===== config.mk =====
export PLATFORM = sky130hd
export DESIGN_NAME = osc_config
export DESIGN_NICKNAME = d
export VERILOG_FILES = /design/src/verilog/osc_pkg.sv /design/src/verilog/trim_nco.sv /design/src/verilog/osc_config.sv
export VERILOG_INCLUDE_DIRS = /design/src /design/src/verilog
export SDC_FILE = /design/constraint.sdc
export NUM_CORES = 1
export LEC_CHECK = 0
export ABC_AREA = 1
export BUFFER_PORTS_ARGS = -buffer_cell sky130_fd_sc_hd__buf_2
export CAP_MARGIN = 15
export CELL_PAD_IN_SITES_DETAIL_PLACEMENT = 0
export CELL_PAD_IN_SITES_GLOBAL_PLACEMENT = 1
export CORE_AREA = 8 8 196 198
export DETAILED_ROUTE_END_ITERATION = 10
export DIE_AREA = 0 0 204 206
export PLACE_DENSITY_LB_ADDON = 0.1
export SYNTH_ARGS = -nofsm -noshare
export SYNTH_HDL_FRONTEND = slang
export SYNTH_HIERARCHICAL = 1
export SYNTH_SLANG_ARGS = --single-unit

===== constraint.sdc =====
create_clock -name MCLK_IN -period 5.5 [get_ports MCLK_IN]
set_input_delay 1.1 -clock MCLK_IN [delete_from_list [all_inputs] [get_ports MCLK_IN]]
set_output_delay 1.1 -clock MCLK_IN [all_outputs]
set_load 0.03 [all_outputs]

===== src/verilog/osc_params.svh =====
// Offsets, field positions, mode codes and timing figures of the oscillator block
`ifndef OSC_PARAMS_SVH
`define OSC_PARAMS_SVH

// Register map (byte addresses on the plain register port)
`define OSC_ADDR_W 8
`define OSC_TRIM_ADDR 8'h90
`define OSC_CTRL_ADDR 8'h94
`define OSC_TRIM_RESET 6'h00
`define OSC_FSEL_RESET 3'h0
`define OSC_SRC_RESET 2'h0

// Control register fields
`define OSC_FSEL_LSB 4
`define OSC_FSEL_MSB 6
`define OSC_PRIMARY_BIT 3
`define OSC_SRC_LSB 0
`define OSC_SRC_MSB 1

// Configuration codes of the eight primary modes
`define OSC_MODE_LOW_POWER_CRYSTAL 3'h0
`define OSC_MODE_CRYSTAL_RESONATOR 3'h1
`define OSC_MODE_HIGH_SPEED_CRYSTAL 3'h2
`define OSC_MODE_EXTERNAL_CLOCK_IO 3'h3
`define OSC_MODE_INTERNAL_IO 3'h4
`define OSC_MODE_INTERNAL_CLKOUT 3'h5
`define OSC_MODE_EXTERNAL_RC_IO 3'h6
`define OSC_MODE_EXTERNAL_RC_CLKOUT 3'h7

// Frequency select and source select codes
`define OSC_FSEL_SLOW_RC 3'h0
`define OSC_FSEL_FAST_DIRECT 3'h7
`define OSC_SRC_PRIMARY 2'h0
`define OSC_SRC_TIMER1 2'h1
`define OSC_SRC_INTERNAL 2'h2

// Oscillator models: 24-bit phase accumulators on the 125 MHz clock
`define OSC_ACC_W 24
`define OSC_FAST_INC 24'h10624e
`define OSC_SLOW_INC 24'h001062
`define OSC_POST_W 7
`define OSC_POST_TAPS 6

// Timing
`define OSC_MCLK_MHZ 125
`define OSC_TRIM_STEPS 64
`define OSC_FAST_SETTLE_NS 1000000
`define OSC_FAST_SETTLE_CYC (`OSC_FAST_SETTLE_NS * `OSC_MCLK_MHZ / 1000)
`define OSC_SLOW_SETTLE_TICKS 8

`endif


===== src/verilog/osc_pkg.sv =====
// Types shared by the oscillator block
package osc_pkg;
  `include "osc_params.svh"

  typedef enum logic [2:0] {
    LOW_POWER_CRYSTAL_MODE = `OSC_MODE_LOW_POWER_CRYSTAL,
    CRYSTAL_RESONATOR_MODE = `OSC_MODE_CRYSTAL_RESONATOR,
    HIGH_SPEED_CRYSTAL_MODE = `OSC_MODE_HIGH_SPEED_CRYSTAL,
    EXTERNAL_CLOCK_IO_MODE = `OSC_MODE_EXTERNAL_CLOCK_IO,
    INTERNAL_OSC_IO_MODE = `OSC_MODE_INTERNAL_IO,
    INTERNAL_OSC_CLKOUT_MODE = `OSC_MODE_INTERNAL_CLKOUT,
    EXTERNAL_RC_MODE_IO = `OSC_MODE_EXTERNAL_RC_IO,
    EXTERNAL_RC_MODE_CLKOUT = `OSC_MODE_EXTERNAL_RC_CLKOUT
  } osc_mode_t;

  typedef struct packed {
    logic power_up_timer;
    logic watchdog;
    logic two_speed;
    logic fail_safe;
  } slow_rc_users_t;

  typedef struct packed {
    logic drive;
    logic oe;
  } pin_drive_t;
endpackage : osc_pkg


===== src/verilog/trim_nco.sv =====
// Phase-accumulator oscillator model whose rate is scaled by a signed trim code
`timescale 1ns/1ps
module trim_nco #(
  parameter int ACC_W = 24,
  parameter logic [ACC_W-1:0] BASE_INC = '0
) (
  // Clock and reset
  input wire logic clk_in,
  input wire logic rst_b_in,
  // Trim code, two's complement
  input wire logic signed [5:0] trim_in,
  // One pulse per oscillator period
  output logic tick_out
);
  logic [ACC_W-1:0] acc_q;
  logic [ACC_W:0] sum;
  logic signed [31:0] base_s;
  logic signed [31:0] trim_s;
  logic signed [31:0] prod;
  logic signed [31:0] inc_s;

  // Rate = base * (256 + trim) / 256, so each code is an equal step of 1/256
  assign base_s = $signed({{(32 - ACC_W){1'b0}}, BASE_INC});
  assign trim_s = 32'(trim_in);
  assign prod = base_s * trim_s;
  assign inc_s = base_s + (prod >>> 8);
  assign sum = {1'b0, acc_q} + {1'b0, inc_s[ACC_W-1:0]};

  always_ff @(posedge clk_in) begin
    if (!rst_b_in) begin
      acc_q <= '0;
      tick_out <= 1'b0;
    end else begin
      acc_q <= sum[ACC_W-1:0];
      tick_out <= sum[ACC_W];
    end
  end
endmodule : trim_nco


===== src/verilog/osc_config.sv =====
// Oscillator mode, pin assignment, internal oscillator block and trim register
//
// How it works
// - Eight primary oscillator modes, chosen by a three-bit configuration code.
// - Crystal modes keep both oscillator pins off the port.
// - External clock mode takes edges from the input pin, no start-up delay.
// - External clock mode turns the output pin into port bit six.
// - External RC with clock out drives oscillator frequency divided by four.
// - External RC I/O mode is the same but output pin is port bit six.
// - Fast internal oscillator gives 8 MHz and six postscaled rates.
// - Slow internal RC gives 31.25 kHz, 32 us period.
// - Slow RC runs when selected or any dependent timer feature is enabled.
// - Frequency select picks fast direct, slow direct or a postscaler output.
// - Internal clock-out mode drives sysclk/4, input pin is port bit seven.
// - Internal I/O mode gives both pins to port bits six and seven.
// - Trim scales frequency in equal steps from minus 12.5 to plus 12.1 percent.
// - Slow RC retunes within 8 of its cycles, fast within 1 ms.
// - No flag reports that a trim change has settled.
// - Trim is six-bit two's complement, zero is centre frequency.
// - Trim also shifts the timebase handed to slow-RC users.
// - Frequency codes 000 slow RC, 001-110 postscaler, 111 8 MHz.
// - Source select 00 primary, 01 Timer1, 10 internal block, 11 also primary.
// - Primary mode is captured once after reset and then held.
`timescale 1ns/1ps
`include "osc_params.svh"
module osc_config
  #(
  parameter int SETTLE_CYCLES = `OSC_FAST_SETTLE_CYC
) (
  // Clock and reset
  input wire logic MCLK_IN,
  input wire logic RST_B_IN,
  // Configuration word and feature enables
  input wire logic [2:0] CFG_MODE_IN,
  input wire osc_pkg::slow_rc_users_t SLOW_USERS_IN,
  // Register port
  input wire logic [`OSC_ADDR_W-1:0] REG_ADDR_IN,
  input wire logic [7:0] REG_WDATA_IN,
  input wire logic REG_WR_IN,
  input wire logic REG_RD_IN,
  output logic [7:0] REG_RDATA_OUT,
  // Oscillator pins
  input wire logic OSC_IN_PIN_IN,
  output logic OSC_IN_PIN_OUT,
  output logic OSC_IN_PIN_OE_OUT,
  input wire logic OSC_OUT_PIN_IN,
  output logic OSC_OUT_PIN_OUT,
  output logic OSC_OUT_PIN_OE_OUT,
  // Port logic for bits six and seven
  input wire osc_pkg::pin_drive_t PORT_BIT6_IN,
  input wire osc_pkg::pin_drive_t PORT_BIT7_IN,
  output logic PORT_BIT6_PIN_OUT,
  output logic PORT_BIT7_PIN_OUT,
  output logic PORT_BIT6_IS_IO_OUT,
  output logic PORT_BIT7_IS_IO_OUT,
  // Clock sources and results
  input wire logic TIMER1_TICK_IN,
  output logic SYSCLK_TICK_OUT,
  output logic SLOW_RC_TICK_OUT,
  output logic SLOW_RC_RUN_OUT,
  output logic STARTUP_DELAY_OUT,
  output logic [2:0] MODE_OUT
);
  import osc_pkg::*;

  localparam int STEP_CYCLES = SETTLE_CYCLES / `OSC_TRIM_STEPS;

  // Register state
  osc_mode_t mode_q;
  logic cfg_taken_q;
  logic signed [5:0] trim_q;
  logic [2:0] fsel_q;
  logic [1:0] src_q;
  logic [7:0] rdata_d;

  // Trim as seen by each oscillator
  logic signed [5:0] fast_trim_q;
  logic signed [5:0] slow_trim_q;
  logic [31:0] step_cnt_q;

  // Clock ticks
  logic fast_tick;
  logic slow_tick;
  logic [`OSC_POST_W-1:0] post_q;
  logic slow_selected;
  logic [`OSC_POST_TAPS:0] post_tick;
  logic int_tick;
  logic osc_in_prev_q;
  logic ext_tick;
  logic primary_tick;
  logic sys_tick;
  logic [1:0] div4_q;

  // Mode decode
  logic is_crystal;
  logic is_internal;
  logic bit6_io;
  logic bit7_io;
  logic clkout_on;
  logic wr_trim;
  logic wr_ctrl;
  logic primary_run;
  pin_drive_t out_pin_d;
  pin_drive_t in_pin_d;

  function automatic logic crystal_mode(input osc_mode_t m);
    crystal_mode = (m == LOW_POWER_CRYSTAL_MODE) || (m == CRYSTAL_RESONATOR_MODE) ||
                   (m == HIGH_SPEED_CRYSTAL_MODE);
  endfunction : crystal_mode

  function automatic logic internal_mode(input osc_mode_t m);
    internal_mode = (m == INTERNAL_OSC_IO_MODE) || (m == INTERNAL_OSC_CLKOUT_MODE);
  endfunction : internal_mode

  // Primary mode captured once after reset release
  always_ff @(posedge MCLK_IN) begin
    if (!RST_B_IN) begin
      cfg_taken_q <= 1'b0;
      mode_q <= LOW_POWER_CRYSTAL_MODE;
    end else if (!cfg_taken_q) begin
      cfg_taken_q <= 1'b1;
      mode_q <= osc_mode_t'(CFG_MODE_IN);
    end
  end

  // Register writes
  assign wr_trim = REG_WR_IN && (REG_ADDR_IN == `OSC_TRIM_ADDR);
  assign wr_ctrl = REG_WR_IN && (REG_ADDR_IN == `OSC_CTRL_ADDR);

  always_ff @(posedge MCLK_IN) begin
    if (!RST_B_IN) begin
      trim_q <= `OSC_TRIM_RESET;
      fsel_q <= `OSC_FSEL_RESET;
      src_q <= `OSC_SRC_RESET;
    end else begin
      if (wr_trim) begin
        trim_q <= REG_WDATA_IN[5:0];
      end
      if (wr_ctrl) begin
        fsel_q <= REG_WDATA_IN[`OSC_FSEL_MSB:`OSC_FSEL_LSB];
        src_q <= REG_WDATA_IN[`OSC_SRC_MSB:`OSC_SRC_LSB];
      end
    end
  end

  // Readback; trim register holds no settle flag
  assign primary_run = (src_q == `OSC_SRC_PRIMARY) || (src_q == 2'h3);
  always_comb begin
    rdata_d = 8'h00;
    if (REG_RD_IN && (REG_ADDR_IN == `OSC_TRIM_ADDR)) begin
      rdata_d = {2'h0, trim_q};
    end else if (REG_RD_IN && (REG_ADDR_IN == `OSC_CTRL_ADDR)) begin
      rdata_d[`OSC_FSEL_MSB:`OSC_FSEL_LSB] = fsel_q;
      rdata_d[`OSC_PRIMARY_BIT] = primary_run;
      rdata_d[`OSC_SRC_MSB:`OSC_SRC_LSB] = src_q;
    end
  end

  always_ff @(posedge MCLK_IN) begin
    if (!RST_B_IN) begin
      REG_RDATA_OUT <= 8'h00;
    end else begin
      REG_RDATA_OUT <= rdata_d;
    end
  end

  // Fast oscillator slews one trim code per step interval
  always_ff @(posedge MCLK_IN) begin
    if (!RST_B_IN) begin
      fast_trim_q <= `OSC_TRIM_RESET;
      step_cnt_q <= '0;
    end else if (fast_trim_q == trim_q) begin
      step_cnt_q <= '0;
    end else if (step_cnt_q >= 32'(STEP_CYCLES - 1)) begin
      step_cnt_q <= '0;
      fast_trim_q <= (fast_trim_q < trim_q) ? fast_trim_q + 6'sd1 :
                     fast_trim_q - 6'sd1;
    end else begin
      step_cnt_q <= step_cnt_q + 32'd1;
    end
  end

  // Slow oscillator takes the new trim at its next period
  always_ff @(posedge MCLK_IN) begin
    if (!RST_B_IN) begin
      slow_trim_q <= `OSC_TRIM_RESET;
    end else if (slow_tick) begin
      slow_trim_q <= trim_q;
    end
  end

  trim_nco #(
    .ACC_W(`OSC_ACC_W),
    .BASE_INC(`OSC_FAST_INC)
  ) fast_osc (
    .clk_in(MCLK_IN),
    .rst_b_in(RST_B_IN),
    .trim_in(fast_trim_q),
    .tick_out(fast_tick)
  );

  trim_nco #(
    .ACC_W(`OSC_ACC_W),
    .BASE_INC(`OSC_SLOW_INC)
  ) slow_osc (
    .clk_in(MCLK_IN),
    .rst_b_in(RST_B_IN),
    .trim_in(slow_trim_q),
    .tick_out(slow_tick)
  );

  // Postscaler: tap k divides 8 MHz by 2^(7-k)
  always_ff @(posedge MCLK_IN) begin
    if (!RST_B_IN) begin
      post_q <= '0;
    end else if (fast_tick) begin
      post_q <= post_q + 7'h01;
    end
  end

  assign post_tick[0] = slow_tick;
  for (genvar k = 1; k <= `OSC_POST_TAPS; k++) begin : g_post
    assign post_tick[k] = fast_tick && (&post_q[`OSC_POST_TAPS-k:0]);
  end

  assign int_tick = (fsel_q == `OSC_FSEL_FAST_DIRECT) ? fast_tick :
                    post_tick[fsel_q];

  // Primary source: pin edges or the internal block
  always_ff @(posedge MCLK_IN) begin
    if (!RST_B_IN) begin
      osc_in_prev_q <= 1'b0;
    end else begin
      osc_in_prev_q <= OSC_IN_PIN_IN;
    end
  end

  assign is_crystal = crystal_mode(mode_q);
  assign is_internal = internal_mode(mode_q);
  assign ext_tick = OSC_IN_PIN_IN && !osc_in_prev_q;
  assign primary_tick = is_internal ? int_tick : ext_tick;

  assign sys_tick = (src_q == `OSC_SRC_TIMER1) ? TIMER1_TICK_IN :
                    (src_q == `OSC_SRC_INTERNAL) ? int_tick : primary_tick;

  // Divide-by-four clock output from the system clock
  always_ff @(posedge MCLK_IN) begin
    if (!RST_B_IN) begin
      div4_q <= 2'h0;
    end else if (sys_tick) begin
      div4_q <= div4_q + 2'h1;
    end
  end

  // Pin roles
  assign bit6_io = (mode_q == EXTERNAL_CLOCK_IO_MODE) || (mode_q == EXTERNAL_RC_MODE_IO) ||
                   (mode_q == INTERNAL_OSC_IO_MODE);
  assign bit7_io = is_internal;
  assign clkout_on = (mode_q == EXTERNAL_RC_MODE_CLKOUT) ||
                     (mode_q == INTERNAL_OSC_CLKOUT_MODE);

  assign out_pin_d = bit6_io ? PORT_BIT6_IN :
                     clkout_on ? pin_drive_t'{drive: div4_q[1], oe: 1'b1} :
                     pin_drive_t'{drive: 1'b0, oe: 1'b0};
  assign in_pin_d = bit7_io ? PORT_BIT7_IN :
                    pin_drive_t'{drive: 1'b0, oe: 1'b0};

  always_ff @(posedge MCLK_IN) begin
    if (!RST_B_IN) begin
      OSC_OUT_PIN_OUT <= 1'b0;
      OSC_OUT_PIN_OE_OUT <= 1'b0;
      OSC_IN_PIN_OUT <= 1'b0;
      OSC_IN_PIN_OE_OUT <= 1'b0;
      PORT_BIT6_PIN_OUT <= 1'b0;
      PORT_BIT7_PIN_OUT <= 1'b0;
      PORT_BIT6_IS_IO_OUT <= 1'b0;
      PORT_BIT7_IS_IO_OUT <= 1'b0;
    end else begin
      OSC_OUT_PIN_OUT <= out_pin_d.drive;
      OSC_OUT_PIN_OE_OUT <= out_pin_d.oe;
      OSC_IN_PIN_OUT <= in_pin_d.drive;
      OSC_IN_PIN_OE_OUT <= in_pin_d.oe;
      PORT_BIT6_PIN_OUT <= bit6_io && OSC_OUT_PIN_IN;
      PORT_BIT7_PIN_OUT <= bit7_io && OSC_IN_PIN_IN;
      PORT_BIT6_IS_IO_OUT <= bit6_io;
      PORT_BIT7_IS_IO_OUT <= bit7_io;
    end
  end

  // Slow RC is the system clock directly or through an internal primary mode
  assign slow_selected = (fsel_q == `OSC_FSEL_SLOW_RC) &&
                         ((src_q == `OSC_SRC_INTERNAL) || (is_internal && primary_run));

  // Clock results
  always_ff @(posedge MCLK_IN) begin
    if (!RST_B_IN) begin
      SYSCLK_TICK_OUT <= 1'b0;
      SLOW_RC_TICK_OUT <= 1'b0;
      SLOW_RC_RUN_OUT <= 1'b0;
      STARTUP_DELAY_OUT <= 1'b0;
      MODE_OUT <= 3'h0;
    end else begin
      SYSCLK_TICK_OUT <= sys_tick;
      SLOW_RC_TICK_OUT <= slow_tick;
      SLOW_RC_RUN_OUT <= (|SLOW_USERS_IN) || slow_selected;
      STARTUP_DELAY_OUT <= is_crystal;
      MODE_OUT <= mode_q;
    end
  end

  logic [3:0] slow_wait_q;
  always_ff @(posedge MCLK_IN) begin
    if (!RST_B_IN || (slow_trim_q == trim_q)) begin
      slow_wait_q <= 4'h0;
    end else if (slow_tick && (slow_wait_q != 4'hf)) begin
      slow_wait_q <= slow_wait_q + 4'h1;
    end
  end
endmodule : osc_config


==> impl_metrics.toml, run 1 <==
[clock_tree]
cts-buffers-inserted = 17
cts.sinks = 140
cts_tree = "done"
cts-htree-levels = 4
root_buffer = "clkbuf_16"
cts.path.max_buffers = 2
clk_latency_ns = 0.44
cts.hold.buffers_added = 0
path_clk_slew_ns = 0.07

[yosys]
synth_most_common_cell = "nand2_1"
synthCells = 1460
netlist_area_um2 = 10500
synth_area_per_cell_um2 = 7.17
yosysTopAreaCell = "dfxtp_1"
netlist_top_cells_count = "324 x nand2_1, 211 x inv_1, 159 x ha_1"
yosys-top-cells-area = "dfxtp_1 27%, ha_1 19%, nand2_1 12%"
netlist.area_leader.share = 0.268
synth_edf_count = 0
async_flop_share = 0
synth_flop_cell = "dfxtp_1"
synth_seq_cells = 140
ys_types = 46
synth_warnings = 6
ys_seq_area_frac = 0.268

[worst_hold_path]
hold_class = "reg -> reg"
hp-start = "mode_q[0]"

[timing]
finalMaxSlewViolations = 0
tns_ns = 0
post-route-period-util = 0.936
hold_viol = 0
clock.fmax_ghz = 0.194
fin_skew_ns = 0.0122
relSlewSlack = 0.611
setup_violations = 0
min_period_ns = 5.15
tightestPinTransition_ns = 0.584

[critical_path]
path_class = "reg -> reg"
crit_path_top_delay_cell = "fa_1"
crit_path_end = "fast_osc/acc_q[21]"
cp.arrival_ns = 5.53
start_kind = "flip-flop"
cpMostUsedCell = "nand2_1"
r2r-start = "fast_trim_q[3]"
rr_endpoint = "fast_osc/acc_q[21]"
crit_required_ns = 5.88
reg2regPathDepth = 29
reg2reg_slack_ns = 0.35
path_max_fanout = 5
worstSetupStartpoint = "fast_trim_q[3]"
cp-end-kind = "flip-flop"
max_stage_delay_ns = 0.51

[global_route]
antenna_found_initial = 0
met3_usage = 0.0243
overflow = 0
globalRouteMet2Util = 0.222
grt_max_degree = 36
grt.total_usage = 0.129
first_global_vias = 9196
top_usage_layer = "met2"
grt_pass1_wl_um = 44200
gr-usage-met1 = 0.161

[cells_and_area]
n_fill_cell = 3778
multiInputGateArea_um2 = 7220
n_antenna_cell = 0
area.sequential_um2 = 2810
final_cells = 2080
syn_to_final_growth_pct = 22.7
nets = 1817
final_area_um2 = 12800
final_util = 0.364
drive_gt1_frac = 0.167

[pwr]
clockPowerShare = 0.159
pwr-share-seq = 0.149
power.density_nw_per_um2 = 634
combinationalPowerShare = 0.691
p_leak_uw = 0.00648
power_switching_uw = 3810
peakVddDrop_mv = 0.594
p_total_uw = 8140
p_sw_frac = 0.469
internal_power_uw = 4320

[drt]
dr.pass1.iters = 7
vias_per_cell = 4.45
drc_errors = 0
detail-route-antenna-nets = 0
wl_per_cell_um = 12.7
vias = 9253
drtIter0Drc = 275
drt_wl_total_um = 26400

[floorplan]
row_count = 69
boundaryPins = 57
die_area_um2 = 42000
fp.dieW_um = 204
initial_utilization = 0.297
fp.coreArea_um2 = 35200
fp.dieH_um = 206

[outcome]
outcome = "finished, final reports clean"

[placed_design]
dpl_cell_area_um2 = 11800
dp.cells = 2046
numPortBuffers = 54
post-dp-hpwl_um = 21100
place.gp.congestion = 0.768

[flow_run]
cap_violations = 0
-- through the flow --
stage / hold WS, ns / worst slack (ns)
after floorplan: 0.426 / 0.319
after global placement: 0.437 / -0.0661
after detailed placement: 0.448 / -0.0532
after CTS: 0.458 / 0.00145
after global routing: 0.476 / -0.0169
final: 0.461 / 0.351
-- registers in the layout, indices dropped and copies added, names as in the netlist, 2 cells and up --
signal and cells:
slow_trim_q 6, step_cnt_q 32, REG_RDATA_OUT 7, fast_osc/acc_q 24
div4_q 2, fast_trim_q 6, MODE_OUT 3, slow_osc/acc_q 24
src_q 2, trim_q 6, post_q 6, mode_q 3
fsel_q 3
-- area by class of cell --
class | count | area share
multi-input combinational | 1112 | 0.562
clock buffer | 23 | 0.0388
clock inverter | 8 | 0.0120
timing repair buffer | 121 | 0.0602
inverter | 215 | 0.0629
sequential | 140 | 0.219
tap | 461 | 0.0449
-- kinds of logic after synthesis --
group                    count (synthesis)  synth area share
adder cells (fa/ha/maj)                176             0.223
AND/OR/NAND/NOR                        625             0.263
AO/OA/AOI/OAI                          255             0.131
other                                    1          0.000358
XOR/XNOR                                34            0.0321
buffers and inverters                  229            0.0830
flip-flops                             140             0.268
-- worst max-delay path, delay by kind of cell (launching register included) --
family / cells / cell delay, ns
AO/OA/AOI/OAI: 4 / 0.59
adder cells (fa/ha/maj): 6 / 2.04
buffers and inverters: 1 / 0.05
flip-flops: 1 / 0.34
AND/OR/NAND/NOR: 18 / 2.04
-- power by group through the flow --
stage	registers (uW)	logic, uW	clock network, uW
6_report	1220	5620	1300
5_1_grt	1230	6450	1390
4_1_cts	1210	5180	1350
3_5_place_dp	1230	5130	0
3_3_place_gp	1230	5130	0
2_1_floorplan	1260	3560	0
-- how the worst min path moves through the flow --
stage	endpoint	slack [ns]	depth (start not counted)
2_1_floorplan	step_cnt_q[10]	0.43	2
3_3_place_gp	step_cnt_q[10]	0.44	2
3_5_place_dp	step_cnt_q[10]	0.45	2
4_1_cts	step_cnt_q[10]	0.46	2
5_1_grt	REG_RDATA_OUT[1]	0.48	2
6_report	MODE_OUT[0]	0.46	2
-- routing by layer --
metal,wire length (um),part of all wire,vias to the layer above
met5,0,0,-
met4,474,0.018,0
met3,500,0.019,22
met2,12700,0.48,53
met1,12800,0.48,4128
li1,-,-,5050
-- timing repair --
item                                    in CTS  in global routing
gates resized for setup                      3                 72
endpoints found under the setup margin       4                 16
gates cloned                                 0                  0
buffers inserted                             0                  3
pin swaps                                    0                 21
-- placed cells by master (no fill, tap or decap), drive strengths merged, types with 15 or more instances in the layout --
| cell type | n |
|---|---|
| nor2 | 131 |
| dfxtp | 140 |
| inv | 217 |
| buf | 121 |
| nand2 | 353 |
| fa | 17 |
| ha | 159 |
| clkbuf | 23 |
| nand3 | 71 |
| conb | 22 |
| a21oi | 130 |
| o21ai | 89 |
| xor2 | 19 |
| xnor2 | 15 |
| nor3 | 19 |
| nand4 | 16 |
(Power assumes the default switching activity.)
==> inputs of run 2 (changes only) <==
--- a/config.mk
+++ b/config.mk
@@ -9,8 +9,8 @@
 export ABC_AREA = 1
 export BUFFER_PORTS_ARGS = -buffer_cell sky130_fd_sc_hd__buf_2
 export CAP_MARGIN = 15
-export CELL_PAD_IN_SITES_DETAIL_PLACEMENT = 0
-export CELL_PAD_IN_SITES_GLOBAL_PLACEMENT = 1
+export CELL_PAD_IN_SITES_DETAIL_PLACEMENT = 1
+export CELL_PAD_IN_SITES_GLOBAL_PLACEMENT = 2
 export CORE_AREA = 8 8 196 198
 export DETAILED_ROUTE_END_ITERATION = 10
 export DIE_AREA = 0 0 204 206
==> run 2 against run 1 <==
Net effect: sequential power about the same; register-to-register slack about the same; setup slack worse by 0.0015 ns; routed wire length up 8.0%; first-iteration DRC count down 27%; final cell count down 0.14%.
==> impl_metrics.toml, run 2 (same netlist as run 1, synthesis figures left out) <==
[cells_and_area]
final_cell_mix = "312 x nand2_1, 211 x inv_1, 140 x ha_1"
final_util = 0.363
regMostFlops = "step_cnt_q"
final_common_cell = "nand2_1"
largest_register_ff_count = 32
n_antenna_cell = 0
reg_top3 = "step_cnt_q (32), fast_osc/acc_q (24), slow_osc/acc_q (24)"
n_fill_cell = 4421
final_cells = 2077
syn_to_final_growth_pct = 22.1
nets = 1813
drive_gt1_frac = 0.171

[drt]
wl_met1_um = 13900
top_layer_used = "met4"
vias = 9522
drtIter0Drc = 200
vias_per_cell = 4.58
drt_wl_total_um = 28500
routed-wl-met2_um = 13800
dr_wl_met3_um = 622
detail-route-antenna-nets = 0
wl_per_cell_um = 13.7
drc_errors = 0
dr.pass1.iters = 4

[clock_tree]
root_buffer = "clkbuf_16"
cts.sinks = 140
clk_latency_ns = 0.44
cts.hold.buffers_added = 0
path_clk_slew_ns = 0.07
cts-buffers-inserted = 17
cts.path.max_buffers = 2
cts-htree-levels = 4
cts_tree = "done"

[placed_design]
numPortBuffers = 54
pre_cts_slack_ns = -0.0722
place.gp.congestion = 0.736
dp.cells = 2039
post-dp-hpwl_um = 22900

[floorplan]
boundaryPins = 57
row_count = 69
fp.coreArea_um2 = 35200
die_area_um2 = 42000
initial_utilization = 0.297
fp.dieH_um = 206
fp.dieW_um = 204

[timing]
setup_violations = 0
hold_viol = 0
min_period_ns = 5.15
finalMaxSlewViolations = 0
tightestPinTransition_ns = 0.675
post-route-period-util = 0.936
fin_skew_ns = 0.0120
hold_ws_ns = 0.460
clock.fmax_ghz = 0.194
tns_ns = 0
relSlewSlack = 0.546
layout_setup_ws_ns = 0.349

[flow_run]
cap_violations = 0

[pwr]
p_leak_uw = 0.00643
peakVddDrop_mv = 0.667
power.density_nw_per_um2 = 639

[critical_path]
start_kind = "flip-flop"
crit_path_top_delay_cell = "fa_1"
path_class = "reg -> reg"
cp.arrival_ns = 5.48
crit_required_ns = 5.83
path_max_fanout = 5
reg2reg_slack_ns = 0.35
cpMostUsedCell = "buf_4"
cp-end-kind = "flip-flop"
max_stage_delay_ns = 0.54

[global_route]
first_global_vias = 9961
grt_pass1_wl_um = 48200
overflow = 0
grt.total_usage = 0.140
antenna_found_initial = 0
grt_max_degree = 32

[worst_hold_path]
hold_class = "reg -> reg"

[outcome]
outcome = "finished, final reports clean"
## run 2: path summary, 6_finish.rpt
| path | startpoint | to | cells after the start |
|---|---|---|---|
| worst max register to register | fast_trim_q[3] | fast_osc/acc_q[22] | 29 |
| worst min-delay path | trim_q[5] | REG_RDATA_OUT[5] | 2 |
| worst max-delay path | fast_trim_q[3] | fast_osc/acc_q[22] | 29 |
| worst min register to register | trim_q[5] | REG_RDATA_OUT[5] | 2 |
## run 2: per-layer routing
metal  global-route usage  vias up
met5                    0        -
met1                0.177     4412
met2                0.245       51
li1                     -     5043
met4               0.0278        0
met3               0.0255       16
## run 2: area by class of cell
class,instances,area [um^2],share of cell area
timing repair buffer,117,743,0.0582
sequential,140,2810,0.220
inverter,215,807,0.0632
tap,461,577,0.0451
multi-input combinational,1112,7270,0.569
clock inverter,15,151,0.0118
clock buffer,17,425,0.0333
## run 2: critical path, delay by kind of cell (launching register included)
family          cells  cell delay [ns]
fa+ha+maj           6             2.05
compound gates      6             0.88
simple gates        9             0.87
buf+inv             7             0.75
flops               1             0.33
xor+xnor            1             0.15
## run 2: per-stage QoR
step / power [uW] / instance area (um^2)
3_5_place_dp: 6380 / 11800
6_report: 8160 / 12800
5_1_grt: 9150 / 12800
3_3_place_gp: 6310 / 11800
4_1_cts: 7640 / 12300
2_1_floorplan: 4810 / 10500
## run 2: power breakdown
part	leakage [uW]	switching [uW]	internal, uW	total [uW]
sequential	0.00115	74.1	1150	1230
combinational	0.00500	3380	2390	5770
clock	0.000273	528	639	1170
## run 2: what timing repair did
action,in CTS,in global routing
pin swaps,0,18
resized for setup,3,79
setup buffers,0,6
setup endpoints to repair,5,12
